**src/rtl/spu_map.vh**
```
// Register addresses, field positions, reset values and timing counts of the serial port
`ifndef SPU_MAP_VH
`define SPU_MAP_VH

`define SPU_ADDR_PWR         8'h87
`define SPU_ADDR_CTRL        8'h98
`define SPU_ADDR_BUF         8'h99
`define SPU_ADDR_CFG         8'hAF
`define SPU_ADDR_T2CTRL      8'hC8

`define SPU_CTRL_MODE_HI     7
`define SPU_CTRL_MODE_LO     6
`define SPU_CTRL_MPFILT      5
`define SPU_CTRL_RXEN        4
`define SPU_CTRL_TX9         3
`define SPU_CTRL_RX9         2
`define SPU_CTRL_TXFLAG      1
`define SPU_CTRL_RXFLAG      0
`define SPU_PWR_DOUBLE       7
`define SPU_T2_RXCLK         5
`define SPU_T2_TXCLK         4
`define SPU_CFG_OVERWRITE    7
`define SPU_CFG_EXT_EN       0

`define SPU_RESET_BYTE       8'h00

`define SPU_M0_DIV           4'hC
`define SPU_M0_LAST          (`SPU_M0_DIV - 4'h1)
`define SPU_M0_HALF          (`SPU_M0_DIV >> 1)
`define SPU_OVS_LAST         4'hF
`define SPU_OVS_MID          4'h7
`define SPU_FIFO_DEPTH       16
`define SPU_FIFO_AW          4

`endif

```
**src/rtl/spu_uart.v**
```verilog
// Four-mode serial port with its transmit FIFO
//
// How it works
// - Two mode bits select one of four modes
// - Shift mode: data on rxd, clock at core/12
// - Buffer write starts transmit; shift mode LSB first
// - Shift receive starts when enabled and flag clear
// - 8-bit frame: start, eight data LSB first, stop
// - Stop bit ninth; transmit flag at stop bit
// - Async receive starts on falling rxd edge
// - Extended off: accept only with receive flag clear
// - 8-bit mode with filter: stop must be one
// - Failed check drops frame, receive flag untouched
// - 8-bit accept: buffer, stop bit, set flag
// - 9-bit frame: start, eight data, ninth, stop
// - Fixed 9-bit rate core times double-bit over 32
// - 9-bit send loads ninth bit, waits baud tick
// - 9-bit with filter: accept only ninth bit set
// - 9-bit accept: buffer, ninth bit, set flag
// - Mode three equals mode two with timer rate
// - Variable rate from timers; directions independent
// - Timer 1 rate times double-bit over 32
// - Timer 2 rate divided by sixteen
// - Clock select bits pick Timer 2 per direction
// - Config bit turns on extended feature
// - Extended, async modes: overwrite, flag error, clear on read
`timescale 1ns/100ps
`default_nettype none
`include "spu_map.vh"

module spu_fifo #(
    parameter WIDTH = 8,
    parameter DEPTH = 16,
    parameter AW    = 4
) (
    // Clock and reset
    input  wire             ref_clk,
    input  wire             rst_b,
    // Filling side
    input  wire             in_valid,
    input  wire [WIDTH-1:0] in_data,
    output reg              in_ready_reg,
    // Draining side
    output reg              out_valid_reg,
    output wire [WIDTH-1:0] out_data,
    input  wire             out_ready
);
    reg  [WIDTH-1:0] mem [0:DEPTH-1];
    reg  [AW-1:0]    wptr_reg;
    reg  [AW-1:0]    rptr_reg;
    reg  [AW:0]      count_reg;
    wire             push;
    wire             pop;
    wire [AW:0]      count_next;

    assign push       = in_valid & in_ready_reg;
    assign pop        = out_valid_reg & out_ready;
    assign count_next = count_reg + {{AW{1'b0}}, push} - {{AW{1'b0}}, pop};
    assign out_data   = mem[rptr_reg];

    always @(posedge ref_clk) begin
        if (push) begin
            mem[wptr_reg] <= in_data;
        end
    end

    // Flags come from flops so the drained side sees no comb path through count
    always @(posedge ref_clk or negedge rst_b) begin
        if (!rst_b) begin
            wptr_reg      <= {AW{1'b0}};
            rptr_reg      <= {AW{1'b0}};
            count_reg     <= {(AW+1){1'b0}};
            in_ready_reg  <= 1'b0;
            out_valid_reg <= 1'b0;
        end else begin
            if (push) begin
                wptr_reg <= wptr_reg + {{(AW-1){1'b0}}, 1'b1};
            end
            if (pop) begin
                rptr_reg <= rptr_reg + {{(AW-1){1'b0}}, 1'b1};
            end
            count_reg     <= count_next;
            in_ready_reg  <= (count_next != DEPTH[AW:0]);
            out_valid_reg <= (count_next != {(AW+1){1'b0}});
        end
    end
endmodule // spu_fifo

module spu_uart (
    // Clock and reset
    input  wire       ref_clk,
    input  wire       rst_b,
    // Register port
    input  wire [7:0] sfr_addr,
    input  wire [7:0] sfr_wdata,
    input  wire       sfr_wr,
    input  wire       sfr_rd,
    output reg  [7:0] sfr_rdata_reg,
    // Transmit queue state and receive overwrite error
    output wire       tx_ready,
    output reg        overwrite_err_reg,
    // Baud sources, core clock domain
    input  wire       timer1_ovf,
    input  wire       timer2_ovf,
    // Serial pins
    input  wire       rxd_in,
    output reg        rxd_out_reg,
    output reg        rxd_oe_reg,
    output reg        txd_reg
);
    localparam TX_IDLE  = 2'b00;
    localparam TX_WAIT  = 2'b01;
    localparam TX_SHIFT = 2'b10;
    localparam TX_M0    = 2'b11;
    localparam RX_IDLE  = 2'b00;
    localparam RX_START = 2'b01;
    localparam RX_DATA  = 2'b10;
    localparam RX_M0    = 2'b11;

    reg  [7:0]  ctrl_reg;
    reg  [7:0]  pwr_reg;
    reg  [7:0]  t2ctrl_reg;
    reg         ext_en_reg;
    reg  [7:0]  rxbuf_reg;
    reg  [1:0]  tx_state_reg;
    reg  [1:0]  rx_state_reg;
    reg  [10:0] tx_sh_reg;
    reg  [8:0]  rx_sh_reg;
    reg  [3:0]  tx_sub_reg;
    reg  [3:0]  rx_sub_reg;
    reg  [3:0]  tx_idx_reg;
    reg  [3:0]  rx_idx_reg;
    reg  [3:0]  m0_cnt_reg;
    reg         half_reg;
    reg         t1_half_reg;
    reg         rxd_s1_reg;
    reg         rxd_s2_reg;
    reg         rxd_s3_reg;
    wire [1:0]  mode;
    wire        m0_end;
    wire        t1_tick;
    wire        m2_tick;
    wire        tx_tick;
    wire        rx_tick;
    wire [3:0]  tx_last;
    wire        f_valid;
    wire [7:0]  f_data;
    wire        tx_take;
    wire        buf_wr;
    wire        rx_ok;
    wire        sync_in;

    assign mode    = {ctrl_reg[`SPU_CTRL_MODE_HI], ctrl_reg[`SPU_CTRL_MODE_LO]};
    assign m0_end  = (m0_cnt_reg == `SPU_M0_LAST);
    // Each tick is one sixteenth of a bit
    assign m2_tick = pwr_reg[`SPU_PWR_DOUBLE] | half_reg;
    assign t1_tick = timer1_ovf & (pwr_reg[`SPU_PWR_DOUBLE] | t1_half_reg);
    assign tx_tick = (mode == 2'b10) ? m2_tick :
                     (t2ctrl_reg[`SPU_T2_TXCLK] ? timer2_ovf : t1_tick);
    assign rx_tick = (mode == 2'b10) ? m2_tick :
                     (t2ctrl_reg[`SPU_T2_RXCLK] ? timer2_ovf : t1_tick);
    assign tx_last = (mode == 2'b01) ? 4'h9 : 4'hA;
    assign buf_wr  = sfr_wr & (sfr_addr == `SPU_ADDR_BUF);
    // Shift mode shares the clock pin, so transmit waits for the receiver
    assign tx_take = f_valid & (tx_state_reg == TX_IDLE) &
                     ((mode != 2'b00) | (m0_end & (rx_state_reg == RX_IDLE)));
    // Receive flag gate applies only with the extended feature off
    assign rx_ok   = (ext_en_reg | ~ctrl_reg[`SPU_CTRL_RXFLAG]) &
                     (~ctrl_reg[`SPU_CTRL_MPFILT] | rxd_s2_reg);
    assign sync_in = rxd_s2_reg;

    spu_fifo #(
        .WIDTH (8),
        .DEPTH (`SPU_FIFO_DEPTH),
        .AW    (`SPU_FIFO_AW)
    ) u_txq (
        .ref_clk       (ref_clk),
        .rst_b         (rst_b),
        .in_valid      (buf_wr),
        .in_data       (sfr_wdata),
        .in_ready_reg  (tx_ready),
        .out_valid_reg (f_valid),
        .out_data      (f_data),
        .out_ready     (tx_take)
    );

    always @(posedge ref_clk or negedge rst_b) begin
        if (!rst_b) begin
            ctrl_reg          <= `SPU_RESET_BYTE;
            pwr_reg           <= `SPU_RESET_BYTE;
            t2ctrl_reg        <= `SPU_RESET_BYTE;
            ext_en_reg        <= 1'b0;
            rxbuf_reg         <= `SPU_RESET_BYTE;
            sfr_rdata_reg     <= `SPU_RESET_BYTE;
            overwrite_err_reg <= 1'b0;
            tx_state_reg      <= TX_IDLE;
            rx_state_reg      <= RX_IDLE;
            tx_sh_reg         <= 11'h7FF;
            rx_sh_reg         <= 9'h000;
            tx_sub_reg        <= 4'h0;
            rx_sub_reg        <= 4'h0;
            tx_idx_reg        <= 4'h0;
            rx_idx_reg        <= 4'h0;
            m0_cnt_reg        <= 4'h0;
            half_reg          <= 1'b0;
            t1_half_reg       <= 1'b0;
            rxd_s1_reg        <= 1'b1;
            rxd_s2_reg        <= 1'b1;
            rxd_s3_reg        <= 1'b1;
            rxd_out_reg       <= 1'b1;
            rxd_oe_reg        <= 1'b0;
            txd_reg           <= 1'b1;
        end else begin
            rxd_s1_reg  <= rxd_in;
            rxd_s2_reg  <= rxd_s1_reg;
            rxd_s3_reg  <= rxd_s2_reg;
            half_reg    <= ~half_reg;
            m0_cnt_reg  <= m0_end ? 4'h0 : m0_cnt_reg + 4'h1;
            if (timer1_ovf) begin
                t1_half_reg <= ~t1_half_reg;
            end

            // Software accesses come first so hardware flag sets below win
            if (sfr_wr) begin
                case (sfr_addr)
                    `SPU_ADDR_CTRL:   ctrl_reg   <= sfr_wdata;
                    `SPU_ADDR_PWR:    pwr_reg    <= sfr_wdata;
                    `SPU_ADDR_T2CTRL: t2ctrl_reg <= sfr_wdata;
                    `SPU_ADDR_CFG:    ext_en_reg <= sfr_wdata[`SPU_CFG_EXT_EN];
                    default: ;
                endcase
            end
            if (sfr_rd) begin
                case (sfr_addr)
                    `SPU_ADDR_CTRL:   sfr_rdata_reg <= ctrl_reg;
                    `SPU_ADDR_PWR:    sfr_rdata_reg <= pwr_reg;
                    `SPU_ADDR_T2CTRL: sfr_rdata_reg <= t2ctrl_reg;
                    `SPU_ADDR_BUF:    sfr_rdata_reg <= rxbuf_reg;
                    `SPU_ADDR_CFG:    sfr_rdata_reg <= {overwrite_err_reg, 6'h00, ext_en_reg};
                    default:          sfr_rdata_reg <= 8'h00;
                endcase
                if (sfr_addr == `SPU_ADDR_BUF) begin
                    overwrite_err_reg <= 1'b0;
                end
            end

            // Transmitter
            case (tx_state_reg)
                TX_IDLE: begin
                    if (tx_take) begin
                        tx_idx_reg <= 4'h0;
                        tx_sub_reg <= 4'h0;
                        if (mode == 2'b00) begin
                            tx_sh_reg    <= {3'h7, f_data};
                            tx_state_reg <= TX_M0;
                        end else begin
                            tx_sh_reg    <= {1'b1, ((mode == 2'b01) |
                                             ctrl_reg[`SPU_CTRL_TX9]), f_data, 1'b0};
                            tx_state_reg <= TX_WAIT;
                        end
                    end
                end
                TX_WAIT: begin
                    if (tx_tick) begin
                        txd_reg      <= tx_sh_reg[0];
                        tx_state_reg <= TX_SHIFT;
                    end
                end
                TX_SHIFT: begin
                    if (tx_tick) begin
                        tx_sub_reg <= tx_sub_reg + 4'h1;
                        if (tx_sub_reg == `SPU_OVS_LAST) begin
                            if (tx_idx_reg == tx_last) begin
                                tx_state_reg <= TX_IDLE;
                            end else begin
                                tx_idx_reg <= tx_idx_reg + 4'h1;
                                tx_sh_reg  <= {1'b1, tx_sh_reg[10:1]};
                                txd_reg    <= tx_sh_reg[1];
                                if (tx_idx_reg + 4'h1 == tx_last) begin
                                    ctrl_reg[`SPU_CTRL_TXFLAG] <= 1'b1;
                                end
                            end
                        end
                    end
                end
                TX_M0: begin
                    if (m0_cnt_reg == 4'h0) begin
                        rxd_oe_reg  <= 1'b1;
                        rxd_out_reg <= tx_sh_reg[0];
                        tx_sh_reg   <= {1'b1, tx_sh_reg[10:1]};
                        txd_reg     <= 1'b0;
                    end else if (m0_cnt_reg == `SPU_M0_HALF) begin
                        txd_reg <= 1'b1;
                    end else if (m0_end) begin
                        tx_idx_reg <= tx_idx_reg + 4'h1;
                        if (tx_idx_reg == 4'h7) begin
                            rxd_oe_reg                 <= 1'b0;
                            rxd_out_reg                <= 1'b1;
                            ctrl_reg[`SPU_CTRL_TXFLAG] <= 1'b1;
                            tx_state_reg               <= TX_IDLE;
                        end
                    end
                end
                default: tx_state_reg <= TX_IDLE;
            endcase

            // Receiver
            case (rx_state_reg)
                RX_IDLE: begin
                    rx_sub_reg <= 4'h0;
                    rx_idx_reg <= 4'h0;
                    if (ctrl_reg[`SPU_CTRL_RXEN]) begin
                        if (mode != 2'b00) begin
                            if (rxd_s3_reg & ~sync_in) begin
                                rx_state_reg <= RX_START;
                            end
                        end else if (~ctrl_reg[`SPU_CTRL_RXFLAG] & m0_end &
                                     (tx_state_reg == TX_IDLE) & ~f_valid) begin
                            rx_state_reg <= RX_M0;
                        end
                    end
                end
                RX_START: begin
                    if (rx_tick) begin
                        rx_sub_reg <= rx_sub_reg + 4'h1;
                        if (rx_sub_reg == `SPU_OVS_MID) begin
                            rx_sub_reg   <= 4'h0;
                            // A glitch shorter than half a bit is not a start
                            rx_state_reg <= sync_in ? RX_IDLE : RX_DATA;
                        end
                    end
                end
                RX_DATA: begin
                    if (rx_tick) begin
                        rx_sub_reg <= rx_sub_reg + 4'h1;
                        if (rx_sub_reg == `SPU_OVS_LAST) begin
                            rx_sh_reg  <= {sync_in, rx_sh_reg[8:1]};
                            rx_idx_reg <= rx_idx_reg + 4'h1;
                            if (rx_idx_reg == 4'h8) begin
                                rx_state_reg <= RX_IDLE;
                                if (rx_ok) begin
                                    rxbuf_reg                  <= rx_sh_reg[8:1];
                                    ctrl_reg[`SPU_CTRL_RX9]    <= sync_in;
                                    ctrl_reg[`SPU_CTRL_RXFLAG] <= 1'b1;
                                    if (ctrl_reg[`SPU_CTRL_RXFLAG]) begin
                                        overwrite_err_reg <= 1'b1;
                                    end
                                end
                            end
                        end
                    end
                end
                RX_M0: begin
                    if (m0_cnt_reg == 4'h0) begin
                        txd_reg <= 1'b0;
                    end else if (m0_cnt_reg == `SPU_M0_HALF) begin
                        txd_reg   <= 1'b1;
                        rx_sh_reg <= {sync_in, rx_sh_reg[8:1]};
                    end else if (m0_end) begin
                        rx_idx_reg <= rx_idx_reg + 4'h1;
                        if (rx_idx_reg == 4'h7) begin
                            rxbuf_reg                  <= rx_sh_reg[8:1];
                            ctrl_reg[`SPU_CTRL_RXFLAG] <= 1'b1;
                            rx_state_reg               <= RX_IDLE;
                        end
                    end
                end
                default: rx_state_reg <= RX_IDLE;
            endcase
        end
    end
endmodule // spu_uart
`default_nettype wire

```
**config.mk**
```make
export PLATFORM = sky130hd
export DESIGN_NAME = spu_uart
export DESIGN_NICKNAME = d
export VERILOG_FILES = /design/src/rtl/spu_uart.v
export VERILOG_INCLUDE_DIRS = /design/src /design/src/rtl
export SDC_FILE = /design/constraint.sdc
export NUM_CORES = 1
export LEC_CHECK = 0
export BUFFER_PORTS_ARGS = -buffer_cell sky130_fd_sc_hd__buf_2
export CAP_MARGIN = 10
export CORE_ASPECT_RATIO = 1.75
export CORE_UTILIZATION = 50
export CTS_CLUSTER_SIZE = 12
export DETAILED_ROUTE_END_ITERATION = 7
export PLACE_DENSITY = 0.69
export SLEW_MARGIN = 10
export SYNTH_ARGS = -nofsm -noshare
export SYNTH_HDL_FRONTEND = slang
export SYNTH_SLANG_ARGS = --single-unit
```
**constraint.sdc**
```tcl
create_clock -name ref_clk -period 2.8 [get_ports ref_clk]
set_input_delay 0.14 -clock ref_clk [delete_from_list [all_inputs] [get_ports ref_clk]]
set_output_delay 0.14 -clock ref_clk [all_outputs]
set_load 0.01 [all_outputs]
```
==> impl_metrics.csv <==
group,metric,value,unit
global_routing,grt_start_max_net_pins,63,
route,drtIter0Drc,347,
route,via_per_inst,5.99,
global_routing,overflow,0,
floorplanning,io_pins,36,
setup_path,crit_required,3.19,ns
place,io_buffers,35,
clocking,clk_latency,0.51,ns
setup_path,crit_path_cell_trace,"ha_2 -> and4b_1 -> o21ai_2 -> nor3_4 -> ha_1 -> inv_1 -> ha_2 -> inv_2 -> fa_2 -> inv_2 -> nor4_4 -> nand2b_1",
clocking,clockBufferDepth,3,
setup_path,worstSetupStartpoint,"m0_cnt_reg[0]$_DFF_PN0_",
power_and_ir_drop,p_leak,4.80,nW
status,violations,"design-rule violations",
route,vias,6676,
cells_and_area,syn2layout_area_growth,15.4,%
floorplanning,fp.dieH,194,um
sta,max_clock_freq,362,MHz
floorplanning,die_w,112,um
setup_path,cp_max_fo,4,
synthesis,synth.ff_latch_count,235,
sta,setup_slack,0.0348,ns
synthesis,ys.flop_type,"edfxtp_1",
sta,tightest_slew,0.928,ns
clocking,cts.reportedPaths.clkPinSlew,0.06,ns
cells_and_area,nets,891,
clocking,cts_root_buf,"clkbuf_16",
sta,setup-violations-final,0,
sta,rsz0062_at_grt,"true",
power_and_ir_drop,power_density,653,mW/mm2
setup_path,critical_path_class,"register to register",
route,first_pass_iters,7,
route,drc_errors,1,
setup_path,critPathSlowestCell,"fa_2",
clocking,cts_tree,"done",
power_and_ir_drop,ir_drop,491,uV
floorplanning,start_util,0.508,
sta,final_hold_viol_count,0,
cells_and_area,antennaDiodeCount,0,
route,post_drt_wl_per_cell,21.3,um
synthesis,ys_warn_count,0,
place,place_congestion,0.916,
job,max_cap_viol_count,0,
sta,post-route-period-util,0.988,
synthesis,async_flop_share,0.455,
cells_and_area,largest_register_ffs,128,
setup_path,end_kind,"register",
cells_and_area,drive_gt1_frac,0.280,
sta,fin_worst_skew,0.0181,ns
setup_path,slowest_delay,0.57,ns
floorplanning,die_area,0.0217,mm2
power_and_ir_drop,p_total,0.00795,W
synthesis,netlist_area,0.0105,mm2
status,status,"finished, violations left",
sta,drv_slew,0,
route,finalWirelength,23700,um
setup_path,r2r_start,"m0_cnt_reg[0]$_DFF_PN0_",
synthesis,synth_area_per_cell,14.0,um2
min_path,hp-start,"sfr_wdata[2]",
synthesis,yosysSeqAreaShare,0.620,
route,antenna_left,0,
setup_path,crit_arrival,3.16,ns
clocking,cts_sinks,235,
synthesis,syn-num-nets,801,
place,post-place-ws,-0.0929,ns
clocking,cts_buffers,24,
sta,maxSlewHeadroom,0.373,
global_routing,grt_pass1_wl,38000,um
sta,period_needed,2.77,ns
min_path,hp-class,"input pin to register",
cells_and_area,finish.utilization,0.586,
synthesis,synth_cells,754,
setup_path,worstSetupStartpointType,"register",
synthesis,synth.distinct_cells,72,
floorplanning,rows,70,
synthesis,synth_edf_count,128,
sta,hold_slack,0.0512,ns
floorplanning,core-area,0.0208,mm2
clocking,cts-htree-levels,1,
global_routing,grt_use_total,0.228,
place,hpwl,17000,um
global_routing,first_global_vias,7082,
global_routing,antenna_found_initial,0,
[cell usage in the layout, fill, tap and decap left out, types with 4 or more instances in the layout]
master,count
clkbuf_16,25
inv_1,29
and3_1,6
a21oi_1,17
o22ai_1,8
nor2_1,43
nand4_1,5
nand2_1,48
dfrtp_1,92
o31ai_1,5
o21ai_0,27
o31a_1,4
nand2b_1,11
mux2_2,47
inv_2,4
nor3_1,14
edfxtp_1,128
nor2b_1,7
o211ai_1,5
a21boi_0,5
xor2_1,4
ha_1,20
xnor2_1,8
mux4_2,29
buf_4,55
a21o_1,4
clkbuf_1,13
dlygate4sd3_1,5
dfstp_2,15
a222oi_1,6
nor3b_1,4
a22oi_1,6
buf_2,34
nand3_1,17
o21a_1,4
mux2i_1,28
nand3b_1,4
[critical path, delay by kind of cell, from the launching register on]
| family | cells | cell delay, ns |
|---|---|---|
| adders and majority gates | 4 | 1.25 |
| and+or+nand+nor | 4 | 0.68 |
| DFF | 1 | 0.38 |
| AOI/OAI and AO/OA | 1 | 0.19 |
| buffers and inverters | 3 | 0.16 |
[metrics by stage]
step	instances	cell area, um2	setup TNS (ns)
after global routing	1114	12200	-0.114
after floorplan	754	10600	0
final	1114	12200	0
after detailed placement	1057	11300	-0.170
after CTS	1111	12100	0
after global placement	1057	11300	0
[timing repair]
action,4_1_cts,5_1_grt
endpoints found under the setup margin,2,3
hold endpoints to repair,66,0
buffers inserted,5,3
hold buffers,5,0
pin swaps,7,8
gates resized for setup,7,8
[cell type report]
type                       instances  area (um2)
fill                            1615        8590
sequential                       235        6540
multi-input combinational        453        3800
clock buffer                      39         688
timing repair buffer              96         673
tap                              252         315
inverter                          34         128
clock inverter                     5        22.5
[worst paths after layout]
kind / cells past startpoint / end / slack (ns)
setup / recovery: 12 / u_txq.out_valid_reg$_DFF_PN0_ / 0.03
hold / removal: 1 / u_txq.mem[11][2]$_DFFE_PP_ / 0.05
setup reg to reg: 12 / u_txq.out_valid_reg$_DFF_PN0_ / 0.03
hold reg to reg: 0 / rxd_s2_reg$_DFF_PN1_ / 0.36
max in group asynchronous: 3 / rxd_s2_reg$_DFF_PN1_ / 1.70
min in group asynchronous: 2 / tx_idx_reg[2]$_DFFE_PN0P_ / 0.25
[synth_stat cells, drive strengths merged (7+ instances only)]
master / instances / area [um2]
dfstp: 15 / 394
nand3: 17 / 85.1
buf: 16 / 81.3
o21ai: 29 / 149
mux2: 47 / 529
xnor2: 10 / 87.6
edfxtp: 128 / 3840
ha: 23 / 288
nand2b: 12 / 82.6
mux2i: 28 / 280
nor3: 16 / 90.1
inv: 33 / 124
a21oi: 20 / 111
dfrtp: 92 / 2300
mux4: 29 / 653
nand2: 50 / 193
nor2b: 7 / 43.8
o22ai: 8 / 50.1
clkbuf: 16 / 60.1
nor2: 44 / 168
[per-layer routing]
metal,vias up,share of wire,routed length (um),GRT usage
met4,0,0.042,1000,0.103
met3,67,0.038,908,0.0253
met2,177,0.57,13500,0.441
met1,3403,0.35,8250,0.244
li1,3029,-,-,-
met5,-,0,0,0
[power breakdown]
part           internal (W)  switching [W]  total (W)
logic              0.000410       0.000502   0.000911
clock network       0.00167        0.00124    0.00291
registers           0.00393       0.000198    0.00412
total               0.00601        0.00194    0.00795
[kinds of logic after synthesis]
| family | share of synthesized area |
|---|---|
| simple gates | 0.0936 |
| buf+inv | 0.0255 |
| fa+ha+maj | 0.0292 |
| compound gates | 0.0813 |
| mux | 0.139 |
| xor+xnor | 0.0116 |
| flops | 0.620 |
Power figures use the tool's default switching activity.
